<file path="src/logic/mtcm_pkg.sv">
// Purpose: constants for the missing-tooth clock multiplier block
// Assumes: 32-bit register port, byte addresses, one word per register
// Notes:   fixed-point counters keep 12 fraction bits in their register image
package mtcm_pkg;
  localparam int NCH  = 4;
  localparam int FRAC = 12;
  // register byte offsets
  localparam logic [7:0] A_PRESC   = 8'h00;
  localparam logic [7:0] A_CAPEVT  = 8'h04;
  localparam logic [7:0] A_CAPEDGE = 8'h08;
  localparam logic [7:0] A_CBSEL   = 8'h0c;
  localparam logic [7:0] A_MTCTL   = 8'h10;
  localparam logic [7:0] A_MIOCTL  = 8'h14;
  localparam logic [7:0] A_BASE    = 8'h18;
  localparam logic [7:0] A_GAP     = 8'h1c;
  localparam logic [7:0] A_IEN     = 8'h20;
  localparam logic [7:0] A_IRT     = 8'h24;
  localparam logic [7:0] A_STAT    = 8'h28;
  localparam logic [7:0] A_TOOTH   = 8'h2c;
  localparam logic [7:0] A_CYCCMP  = 8'h30;
  localparam logic [7:0] A_SWCMP   = 8'h34;
  localparam logic [7:0] A_CLIM    = 8'h38;
  localparam logic [7:0] A_CCNT    = 8'h3c;
  localparam logic [7:0] A_MCNT    = 8'h40;
  localparam logic [7:0] A_MCMP    = 8'h44;
  localparam logic [7:0] A_EVCNT   = 8'h48;
  localparam logic [7:0] A_PTCTL   = 8'h4c;
  localparam logic [7:0] A_PTIO    = 8'h50;
  localparam logic [7:0] A_DCCTL   = 8'h54;
  localparam logic [7:0] A_START   = 8'h58;
  localparam logic [7:0] A_UPCNT   = 8'h5c;
  localparam logic [7:0] A_OCMP0   = 8'h60;
  localparam logic [7:0] A_WCNT0   = 8'h70;
  localparam logic [7:0] A_SEQCTL  = 8'h80;
  localparam logic [7:0] A_SEQEN   = 8'h84;
  localparam logic [7:0] A_SEQCMP0 = 8'h88;
  localparam logic [7:0] A_SEQST   = 8'h94;
  localparam logic [7:0] A_REFCNT  = 8'h98;
  // field positions and codes
  localparam int B_CAP_FWD   = 3;
  localparam int B_EDGE_RISE = 0;
  localparam int B_EDGE_FALL = 1;
  localparam int B_AUTO_SW   = 7;
  localparam int B_EVCNT_CLR = 6;
  localparam int B_TOOTH_CLR = 5;
  localparam int B_EVT_EN    = 0;
  localparam int B_REF_NOSTOP = 5;
  localparam int B_CMP_FLAG  = 3;
  localparam int B_ROUTE_OFF = 0;
  localparam int B_UP_CLR_EN = 12;
  localparam int B_SEQ_EN    = 0;
  localparam int B_SUB0_RUN  = 0;
  localparam logic [7:0] CBS_MULT   = 8'h04;
  localparam logic [2:0] MT_BUS0    = 3'h0;
  localparam logic [3:0] BUS0       = 4'h0;
  localparam logic [3:0] BUS5       = 4'h5;
  localparam logic [3:0] DC_ON_CMPA = 4'h2;
  localparam logic [1:0] SEQ_LAST   = 2'h3;
  localparam logic [31:0] RST_WORD  = 32'h0;
endpackage

</file>
<file path="src/logic/mtcm_top.sv">
// Purpose: tooth wheel event counter, multiplied clock and one-shot pulse timer
// Assumes: tooth input synchronous to CLK; register reads answer one cycle later
// Notes:   only clock buses 0 (prescaler) and 5 are modelled
//
// Strobed register access and the register addresses were chosen for this implementation.
`timescale 1ns/1ps
module mtcm_top
  import mtcm_pkg::*;
(
  // clock and reset
  input  wire logic              CLK,
  input  wire logic              RST_N,
  // tooth wheel pin
  input  wire logic              TOOTH_PULSE_INPUT,
  // register port
  input  wire logic [7:0]        ADDR,
  input  wire logic [31:0]       WDATA,
  input  wire logic              WE,
  input  wire logic              RE,
  output logic      [31:0]       RDATA,
  // outputs
  output logic      [NCH-1:0]    ONESHOT_OUTPUT,
  output logic                   MULT_CMP_IRQ
);
  typedef struct packed {
    logic [15:0]      presc;
    logic [15:0]      pre_cnt;
    logic [7:0]       cap_evt;
    logic [15:0]      cap_edge;
    logic [7:0]       cbsel;
    logic [7:0]       mt_ctl;
    logic [7:0]       mio_ctl;
    logic [15:0]      base_ratio;
    logic [15:0]      gap_ratio;
    logic [15:0]      ien;
    logic [7:0]       irt;
    logic             cmp_flag;
    logic [15:0]      tooth;
    logic [15:0]      cyc_cmp;
    logic [15:0]      sw_cmp;
    logic [19:0]      clim;
    logic [19:0]      ccnt;
    logic [19:0]      mcnt;
    logic [19:0]      mcmp;
    logic [15:0]      evcnt;
    logic [15:0]      refcnt;
    logic [31:0]      ivl;
    logic [31:0]      period;
    logic [31:0]      acc;
    logic [15:0]      pt_ctl;
    logic [15:0]      pt_io;
    logic [15:0]      dc_ctl;
    logic [15:0]      start;
    logic [31:0]      upcnt;
    logic [NCH-1:0][31:0] ocmp;
    logic [NCH-1:0][31:0] wcnt;
    logic [NCH-1:0]   run;
    logic [NCH-1:0]   out;
    logic [7:0]       seq_ctl;
    logic [7:0]       seq_en;
    logic [2:0][15:0] seq_cmp;
    logic [1:0]       seq_st;
    logic             pin_prev;
    logic [31:0]      rdata;
  } mtcm_state_t;

  mtcm_state_t s_ff;
  mtcm_state_t nxt_s;

  logic             presc_tick;
  logic             ext_evt;
  logic             mt_tick;
  logic [15:0]      ratio_act;
  logic [32:0]      acc_sum;
  logic             acc_step;
  logic             mult_pulse;
  logic             bus5;
  logic             tooth_clr;
  logic             mul_match;
  logic             up_tick;
  logic             dn_tick;
  logic [15:0]      tooth_inc;
  logic [NCH-1:0]   oc_match;
  logic [NCH-1:0]   dn_start;
  logic [2:0]       seq_hit;

  function automatic logic bus_pick(input logic [3:0] sel, input logic b0, input logic b5);
    bus_pick = (sel == BUS5) ? b5 : ((sel == BUS0) ? b0 : 1'b0);
  endfunction

  assign presc_tick = (s_ff.pre_cnt == s_ff.presc);
  // edge taken against last sample; pin is already synchronous
  assign ext_evt = s_ff.cap_evt[B_CAP_FWD] & s_ff.mio_ctl[B_EVT_EN]
                 & ((s_ff.cap_edge[B_EDGE_RISE] & TOOTH_PULSE_INPUT & ~s_ff.pin_prev)
                 |  (s_ff.cap_edge[B_EDGE_FALL] & ~TOOTH_PULSE_INPUT & s_ff.pin_prev));
  assign mt_tick   = (s_ff.mt_ctl[2:0] == MT_BUS0) & presc_tick;
  assign ratio_act = (s_ff.mt_ctl[B_AUTO_SW] && s_ff.tooth == s_ff.sw_cmp)
                   ? s_ff.gap_ratio : s_ff.base_ratio;
  assign acc_sum   = {1'b0, s_ff.acc} + {17'h0, ratio_act};
  // correction counter at its limit holds pulses back until a tooth arrives while the event counter is zero
  assign acc_step  = mt_tick & (s_ff.period != 32'h0) & (s_ff.ccnt < s_ff.clim);
  assign mult_pulse = acc_step & (acc_sum >= {1'b0, s_ff.period});
  assign bus5      = (s_ff.cbsel == CBS_MULT) & mult_pulse;
  assign tooth_clr = s_ff.mt_ctl[B_TOOTH_CLR] & (s_ff.tooth == s_ff.cyc_cmp);
  assign mul_match = mult_pulse & (s_ff.mcnt + 20'h1 == s_ff.mcmp);
  assign up_tick   = s_ff.start[B_SUB0_RUN] & bus_pick(s_ff.pt_ctl[3:0], presc_tick, bus5);
  assign dn_tick   = s_ff.start[B_SUB0_RUN] & bus_pick(s_ff.pt_ctl[7:4], presc_tick, bus5);
  assign tooth_inc = (tooth_clr ? 16'h0 : s_ff.tooth) + 16'h1;

  genvar gi;
  generate
    for (gi = 0; gi < NCH; gi++) begin : g_ch
      assign oc_match[gi] = up_tick & (s_ff.pt_io[2*gi+:2] != 2'h0)
                          & (s_ff.upcnt + 32'h1 == s_ff.ocmp[gi]);
      assign dn_start[gi] = oc_match[gi] & (s_ff.dc_ctl[4*gi+:4] == DC_ON_CMPA);
    end
    for (gi = 0; gi < 3; gi++) begin : g_seq
      assign seq_hit[gi] = s_ff.seq_ctl[B_SEQ_EN] & s_ff.seq_en[gi] & ext_evt
                         & (tooth_inc == s_ff.seq_cmp[gi]);
    end
  endgenerate

  always_comb begin
    nxt_s = s_ff;
    nxt_s.rdata = RST_WORD;
    nxt_s.pin_prev = TOOTH_PULSE_INPUT;
    nxt_s.pre_cnt = presc_tick ? 16'h0 : s_ff.pre_cnt + 16'h1;
    if (tooth_clr) begin
      nxt_s.tooth = 16'h0;
      nxt_s.seq_st = 2'h0;
    end
    if (ext_evt) begin
      nxt_s.tooth = tooth_inc;
    end
    if (|seq_hit && s_ff.seq_st != SEQ_LAST) begin
      nxt_s.seq_st = s_ff.seq_st + 2'h1;
    end
    if (s_ff.mt_ctl[B_EVCNT_CLR] && tooth_clr) begin
      nxt_s.evcnt = 16'h0;
    end
    if (ext_evt) begin
      nxt_s.evcnt = nxt_s.evcnt + 16'h1;
    end
    // interval measure feeds the evenly spread pulse train
    if (ext_evt) begin
      nxt_s.period = s_ff.ivl;
      nxt_s.ivl = 32'h0;
      nxt_s.acc = 32'h0;
    end else begin
      if (mt_tick && s_ff.ivl != 32'hffffffff) begin
        nxt_s.ivl = s_ff.ivl + 32'h1;
      end
      if (acc_step) begin
        nxt_s.acc = mult_pulse ? acc_sum[31:0] - s_ff.period : acc_sum[31:0];
      end
    end
    if (ext_evt && s_ff.evcnt == 16'h0 && s_ff.ccnt == s_ff.clim) begin
      nxt_s.ccnt = 20'h1;
    end else if (mult_pulse) begin
      nxt_s.ccnt = s_ff.ccnt + 20'h1;
    end
    if (mult_pulse && (s_ff.mio_ctl[B_REF_NOSTOP] || s_ff.refcnt != s_ff.evcnt)) begin
      nxt_s.refcnt = s_ff.refcnt + 16'h1;
    end
    if (mult_pulse) begin
      nxt_s.mcnt = s_ff.mcnt + 20'h1;
    end
    if (s_ff.pt_ctl[B_UP_CLR_EN] && tooth_clr) begin
      nxt_s.upcnt = 32'h0;
    end else if (up_tick) begin
      nxt_s.upcnt = s_ff.upcnt + 32'h1;
    end
    for (int i = 0; i < NCH; i++) begin
      if (dn_start[i]) begin
        nxt_s.run[i] = 1'b1;
        nxt_s.out[i] = 1'b1;
      end else if (s_ff.run[i] && dn_tick) begin
        nxt_s.wcnt[i] = s_ff.wcnt[i] - 32'h1;
        if (s_ff.wcnt[i] == 32'h0) begin
          nxt_s.run[i] = 1'b0;
          nxt_s.out[i] = 1'b0;
        end
      end
    end
    if (WE) begin
      unique case (ADDR)
        A_PRESC:   nxt_s.presc = WDATA[15:0];
        A_CAPEVT:  nxt_s.cap_evt = WDATA[7:0];
        A_CAPEDGE: nxt_s.cap_edge = WDATA[15:0];
        A_CBSEL:   nxt_s.cbsel = WDATA[7:0];
        A_MTCTL:   nxt_s.mt_ctl = WDATA[7:0];
        A_MIOCTL:  nxt_s.mio_ctl = WDATA[7:0];
        A_BASE:    nxt_s.base_ratio = WDATA[15:0];
        A_GAP:     nxt_s.gap_ratio = WDATA[15:0];
        A_IEN:     nxt_s.ien = WDATA[15:0];
        A_IRT:     nxt_s.irt = WDATA[7:0];
        A_CYCCMP:  nxt_s.cyc_cmp = WDATA[15:0];
        A_SWCMP:   nxt_s.sw_cmp = WDATA[15:0];
        A_CLIM:    nxt_s.clim = WDATA[31:FRAC];
        A_CCNT:    nxt_s.ccnt = WDATA[31:FRAC];
        A_MCNT:    nxt_s.mcnt = WDATA[31:FRAC];
        A_MCMP:    nxt_s.mcmp = WDATA[31:FRAC];
        A_EVCNT:   nxt_s.evcnt = WDATA[15:0];
        A_PTCTL:   nxt_s.pt_ctl = WDATA[15:0];
        A_PTIO:    nxt_s.pt_io = WDATA[15:0];
        A_DCCTL:   nxt_s.dc_ctl = WDATA[15:0];
        A_START:   nxt_s.start = WDATA[15:0];
        A_SEQCTL:  nxt_s.seq_ctl = WDATA[7:0];
        A_SEQEN:   nxt_s.seq_en = WDATA[7:0];
        default: begin
          for (int i = 0; i < NCH; i++) begin
            if (ADDR == A_OCMP0 + 8'(4*i)) nxt_s.ocmp[i] = WDATA;
            if (ADDR == A_WCNT0 + 8'(4*i)) nxt_s.wcnt[i] = WDATA;
          end
          for (int i = 0; i < 3; i++) begin
            if (ADDR == A_SEQCMP0 + 8'(4*i)) nxt_s.seq_cmp[i] = WDATA[15:0];
          end
        end
      endcase
    end
    // a match in the clearing cycle keeps the flag set
    if (WE && ADDR == A_STAT && WDATA[B_CMP_FLAG]) begin
      nxt_s.cmp_flag = 1'b0;
    end
    if (mul_match) begin
      nxt_s.cmp_flag = 1'b1;
    end
    if (RE) begin
      unique case (ADDR)
        A_PRESC:   nxt_s.rdata = {16'h0, s_ff.presc};
        A_CAPEVT:  nxt_s.rdata = {24'h0, s_ff.cap_evt};
        A_CAPEDGE: nxt_s.rdata = {16'h0, s_ff.cap_edge};
        A_CBSEL:   nxt_s.rdata = {24'h0, s_ff.cbsel};
        A_MTCTL:   nxt_s.rdata = {24'h0, s_ff.mt_ctl};
        A_MIOCTL:  nxt_s.rdata = {24'h0, s_ff.mio_ctl};
        A_BASE:    nxt_s.rdata = {16'h0, s_ff.base_ratio};
        A_GAP:     nxt_s.rdata = {16'h0, s_ff.gap_ratio};
        A_IEN:     nxt_s.rdata = {16'h0, s_ff.ien};
        A_IRT:     nxt_s.rdata = {24'h0, s_ff.irt};
        A_STAT:    nxt_s.rdata = {28'h0, s_ff.cmp_flag, 3'h0};
        A_TOOTH:   nxt_s.rdata = {16'h0, s_ff.tooth};
        A_CYCCMP:  nxt_s.rdata = {16'h0, s_ff.cyc_cmp};
        A_SWCMP:   nxt_s.rdata = {16'h0, s_ff.sw_cmp};
        A_CLIM:    nxt_s.rdata = {s_ff.clim, 12'h0};
        A_CCNT:    nxt_s.rdata = {s_ff.ccnt, 12'h0};
        A_MCNT:    nxt_s.rdata = {s_ff.mcnt, 12'h0};
        A_MCMP:    nxt_s.rdata = {s_ff.mcmp, 12'h0};
        A_EVCNT:   nxt_s.rdata = {16'h0, s_ff.evcnt};
        A_REFCNT:  nxt_s.rdata = {16'h0, s_ff.refcnt};
        A_PTCTL:   nxt_s.rdata = {16'h0, s_ff.pt_ctl};
        A_PTIO:    nxt_s.rdata = {16'h0, s_ff.pt_io};
        A_DCCTL:   nxt_s.rdata = {16'h0, s_ff.dc_ctl};
        A_START:   nxt_s.rdata = {16'h0, s_ff.start};
        A_UPCNT:   nxt_s.rdata = s_ff.upcnt;
        A_SEQCTL:  nxt_s.rdata = {24'h0, s_ff.seq_ctl};
        A_SEQEN:   nxt_s.rdata = {24'h0, s_ff.seq_en};
        A_SEQST:   nxt_s.rdata = {30'h0, s_ff.seq_st};
        default: begin
          for (int i = 0; i < NCH; i++) begin
            if (ADDR == A_OCMP0 + 8'(4*i)) nxt_s.rdata = s_ff.ocmp[i];
            if (ADDR == A_WCNT0 + 8'(4*i)) nxt_s.rdata = s_ff.wcnt[i];
          end
          for (int i = 0; i < 3; i++) begin
            if (ADDR == A_SEQCMP0 + 8'(4*i)) nxt_s.rdata = {16'h0, s_ff.seq_cmp[i]};
          end
        end
      endcase
    end
  end

  always_ff @(posedge CLK or negedge RST_N) begin
    if (!RST_N) begin
      s_ff <= '0;
    end else begin
      s_ff <= nxt_s;
    end
  end

  assign RDATA = s_ff.rdata;
  assign ONESHOT_OUTPUT = s_ff.out;
  assign MULT_CMP_IRQ = s_ff.cmp_flag & s_ff.ien[B_CMP_FLAG] & ~s_ff.irt[B_ROUTE_OFF];
endmodule

</file>
<file path="config.mk">
export PLATFORM = sky130hd
export DESIGN_NAME = mtcm_top
export DESIGN_NICKNAME = d
export VERILOG_FILES = /design/src/logic/mtcm_pkg.sv /design/src/logic/mtcm_top.sv
export SDC_FILE = /design/constraint.sdc
export NUM_CORES = 2
export LEC_CHECK = 0
export BUFFER_PORTS_ARGS = -buffer_cell sky130_fd_sc_hd__buf_2
export CAP_MARGIN = 10
export CORE_MARGIN = 2
export CORE_UTILIZATION = 65
export CTS_BUF_LIST = sky130_fd_sc_hd__clkbuf_4 sky130_fd_sc_hd__clkbuf_8
export DETAILED_ROUTE_END_ITERATION = 12
export PLACE_DENSITY_LB_ADDON = 0.3
export SYNTH_ARGS = -nofsm -noshare
export SYNTH_HDL_FRONTEND = slang
export SYNTH_SLANG_ARGS = --single-unit
export TNS_END_PERCENT = 1
</file>
<file path="constraint.sdc">
create_clock -name CLK -period 17.5 [get_ports CLK]
set_input_delay 1.75 -clock CLK [delete_from_list [all_inputs] [get_ports CLK]]
set_output_delay 1.75 -clock CLK [all_outputs]
set_load 0.01 [all_outputs]
</file>
==> metrics <==
combinational cell fraction of total power=0.155; main combinational cell family by area after synthesis=simple AND/OR/NAND/NOR gates; final setup fails=0; DRT iter0 DRCs=~8,700; CTS Buf Count=about 150; Mapped Area=~0.052 mm²; Setup CP Type=flip-flop to flip-flop; post-route cell area=0.0558 mm²; Tcrit/Tclk final=0.570; PD cells=90.3 mW/mm²; Worst Hold Class=flip-flop to flip-flop; # hold bufs at CTS=0; max-slew violation count=0; hold_sp=s_ff[407]; Psw=between 1.5 and 2 mW; fraction of layout cells with a size suffix above 1=0.184; global-route wire length before repair=about 310,000 µm; synthesized area per cell=~9.6 µm²; Placed Area=between 0.05 and 0.06 mm²; clk root buf=clkbuf_8; gr ovfl total=0; WP data required=18,270 ps; Initial Util=0.655; Yosys reg bits=about 850; Mapped Cells=around 5,400; # resized after CTS=0; EDFF count, synth=0; dpl hpwl=around 150,000 µm; Setup Skew=47.1 ps; vias=approximately 48,000; PortBufs=81; Power Total=~5.0 mW; post-synthesis xor/xnor area fraction=0.0889; Post-Synth Simple-Gate Area=0.170; Rows=between 100 and 150; nets=roughly 5,500; nature of the critical path endpoint=flip-flop; area of the die=0.0817 mm²; sequential element share of the synthesized area=0.411; RSZ-0062 raised after global routing=no; yosys warns=0; Critical Path Max Stage Delay=roughly 940 ps; Die Span X=~290 µm; CP dominant cell by count=nand4_1; pin count of the biggest net entering global routing=roughly 190; Sum Neg Setup Slack=0 ps; CP arrival=10,740 ps; Top FF cell, synth=dfrtp_1; area of the multi-input gates=between 0.02 and 0.03 mm²; placer's final routability congestion estimate=~1.1; antenna viol nets, final=0; Clock power frac=0.392; Post-Syn Nets=approximately 5,500; top cell type's share of synthesized area=0.411; Slew @ Worst Pin=approximately 1400 ps; CORE AREA=a little under 0.08 mm²; Max-cap violations=0; routed length per instance=33.1 µm; crit start category=flip-flop; proportion of synthesized area in mux cells=0.107; clock buffer depth=3; Int Pwr=3.45 mW; Slew headroom=0.0360; Clk Latency, worst-skew pair=870 ps; number of global-route vias before repair=45,300; Post-route DRC=0; slowest CP cell=nand4_1; Period minus WS final=around 10000 ps; sequential share of power=0.454; Fmax=between 0.1 and 0.15 GHz; Compound-Gate Fraction of Synth Area=0.161; CTS HTree Levels=4; postcts setup bufs=0; CTS Sinks=approximately 850; Lkg Pwr=approximately 24 nW; reg2reg start=s_ff[709]; Adder-Cell Fraction of Synth Area=0.0204; Via-to-Cell Ratio=7.44; distinct cell type count after synthesis=98; DRT Wirelength=around 210,000 µm; sw frac=0.314; status=finished, final reports clean; Critical Path Start=s_ff[709]; VDD IR max=approximately 110 µV; FFs w/ async S/R, synth=1.00; Area contributors post-synth=dfrtp_1 (41%), mux2_2 (9.8%), xnor2_1 (4.9%); fill cell total of the finished layout=about 5,800; initial antenna violation count=18; Crit Path Max Fanout=29; area leader, netlist=dfrtp_1; Reg area=between 0.02 and 0.025 mm²; area grow syn2layout=8.12%; gr usage total=0.518; IO Pins=82; CTS tree=built; Hold Fails Final Rpt=0; First-pass DRT Iterations=12; die height=approximately 290 µm; clk slew on worst S/H paths=~70 ps
[cell usage after synthesis, types with 19 or more instances]
cell type / n
a211oi_1: 31
a21o_1: 33
a21oi_1: 158
a221oi_1: 77
a222oi_1: 30
a22o_1: 58
a22oi_1: 127
a31oi_1: 150
and2_1: 39
and3_1: 59
and4_1: 20
buf_1: 23
buf_4: 36
clkbuf_1: 320
dfrtp_1: 848
ha_1: 81
inv_1: 133
mux2_2: 449
mux2i_1: 46
nand2_1: 411
nand2b_1: 25
nand3_1: 139
nand3b_1: 21
nand4_1: 140
nor2_1: 448
nor2b_1: 19
nor3_1: 99
nor4_1: 78
nor4b_1: 21
o2111ai_1: 25
o21ai_0: 265
o21ai_1: 24
o31ai_1: 30
or2_2: 30
or3_1: 101
or4_1: 32
xnor2_1: 286
xor2_1: 191
[cells in the final DEF (no fill, tap or decap), types with 133 or more instances in the layout]
master | synthesis | routed
a21oi_1 | 158 | 156
a31oi_1 | 150 | 150
clkbuf_8 | 0 | 179
dfrtp_1 | 848 | 848
inv_1 | 133 | 133
mux2_2 | 449 | 449
nand2_1 | 411 | 411
nand3_1 | 139 | 134
nand4_1 | 140 | 140
nor2_1 | 448 | 431
o21ai_0 | 265 | 264
xnor2_1 | 286 | 286
xor2_1 | 191 | 191
[power by group through the flow]
stage          logic, mW  clock network (mW)  registers [mW]
3_3_place_gp       0.724                   0            2.29
2_1_floorplan      0.536                   0            2.22
6_report           0.779                1.97            2.28
5_1_grt            0.845                2.05            2.29
3_5_place_dp       0.750                   0            2.30
4_1_cts            0.758                1.96            2.27
[registers in the layout, indices dropped and copies added (netlist names)]
signal          cells
s_ff              815
ONESHOT_OUTPUT      1
RDATA              32
[cell families (layout without fill, tap and decap cells)]
group | Yosys count | count (layout)
DFF | 848 | 848
muxes | 496 | 496
AOI/OAI and AO/OA | 1211 | 1211
and+or+nand+nor | 1735 | 1735
other | 0 | 6
buffers and inverters | 530 | 576
xor gates and xnor gates | 495 | 495
adders and majority gates | 83 | 83
[worst paths after layout]
kind	depth (start not counted)	to	slack, ps
setup / recovery	27	s_ff[136]	7530
hold / removal	2	s_ff[407]	500
setup reg to reg	27	s_ff[136]	7530
hold reg to reg	2	s_ff[407]	500
max in group asynchronous	5	s_ff[622]	12600
min in group asynchronous	1	s_ff[523]	970
[routing by layer]
| layer | track usage | wire, µm | vias up |
|---|---|---|---|
| li1 | - | - | 19700 |
| met1 | 0.685 | 78500 | 23600 |
| met2 | 0.701 | 85500 | 4052 |
| met3 | 0.254 | 37200 | 938 |
| met4 | 0.257 | 13300 | 22 |
| met5 | 0.0151 | 396 | - |
[final cells by class]
cell class,instances,share of cell area
Clock buffer,223,0.0501
Multi-Input combinational cell,4020,0.509
Sequential cell,848,0.380
Antenna cell,6,0.000269
Inverter,134,0.00902
Timing Repair Buffer,187,0.0221
Tap cell,1050,0.0235
Clock inverter,32,0.00576
[stage by stage]
stage / cells / hold WS, ps / util / worst slack (ps)
5_1_grt: 6496 / 512 / 0.708 / 6880
2_1_floorplan: 5398 / 450 / - / 10250
3_3_place_gp: 6238 / 465 / 0.669 / 8170
3_5_place_dp: 6238 / 472 / 0.669 / 7970
6_report: 6500 / 500 / 0.709 / 7530
4_1_cts: 6493 / 485 / 0.708 / 7910
[worst max-delay path, delay by kind of cell, from the launching register on]
family | cells | cell delay [ps]
compound gates | 11 | 3860
simple gates | 9 | 3290
fa+ha+maj | 3 | 1000
flops | 1 | 690
xor+xnor | 2 | 370
buf+inv | 1 | 350
mux | 1 | 300
Power figures use the tool's default switching activity.
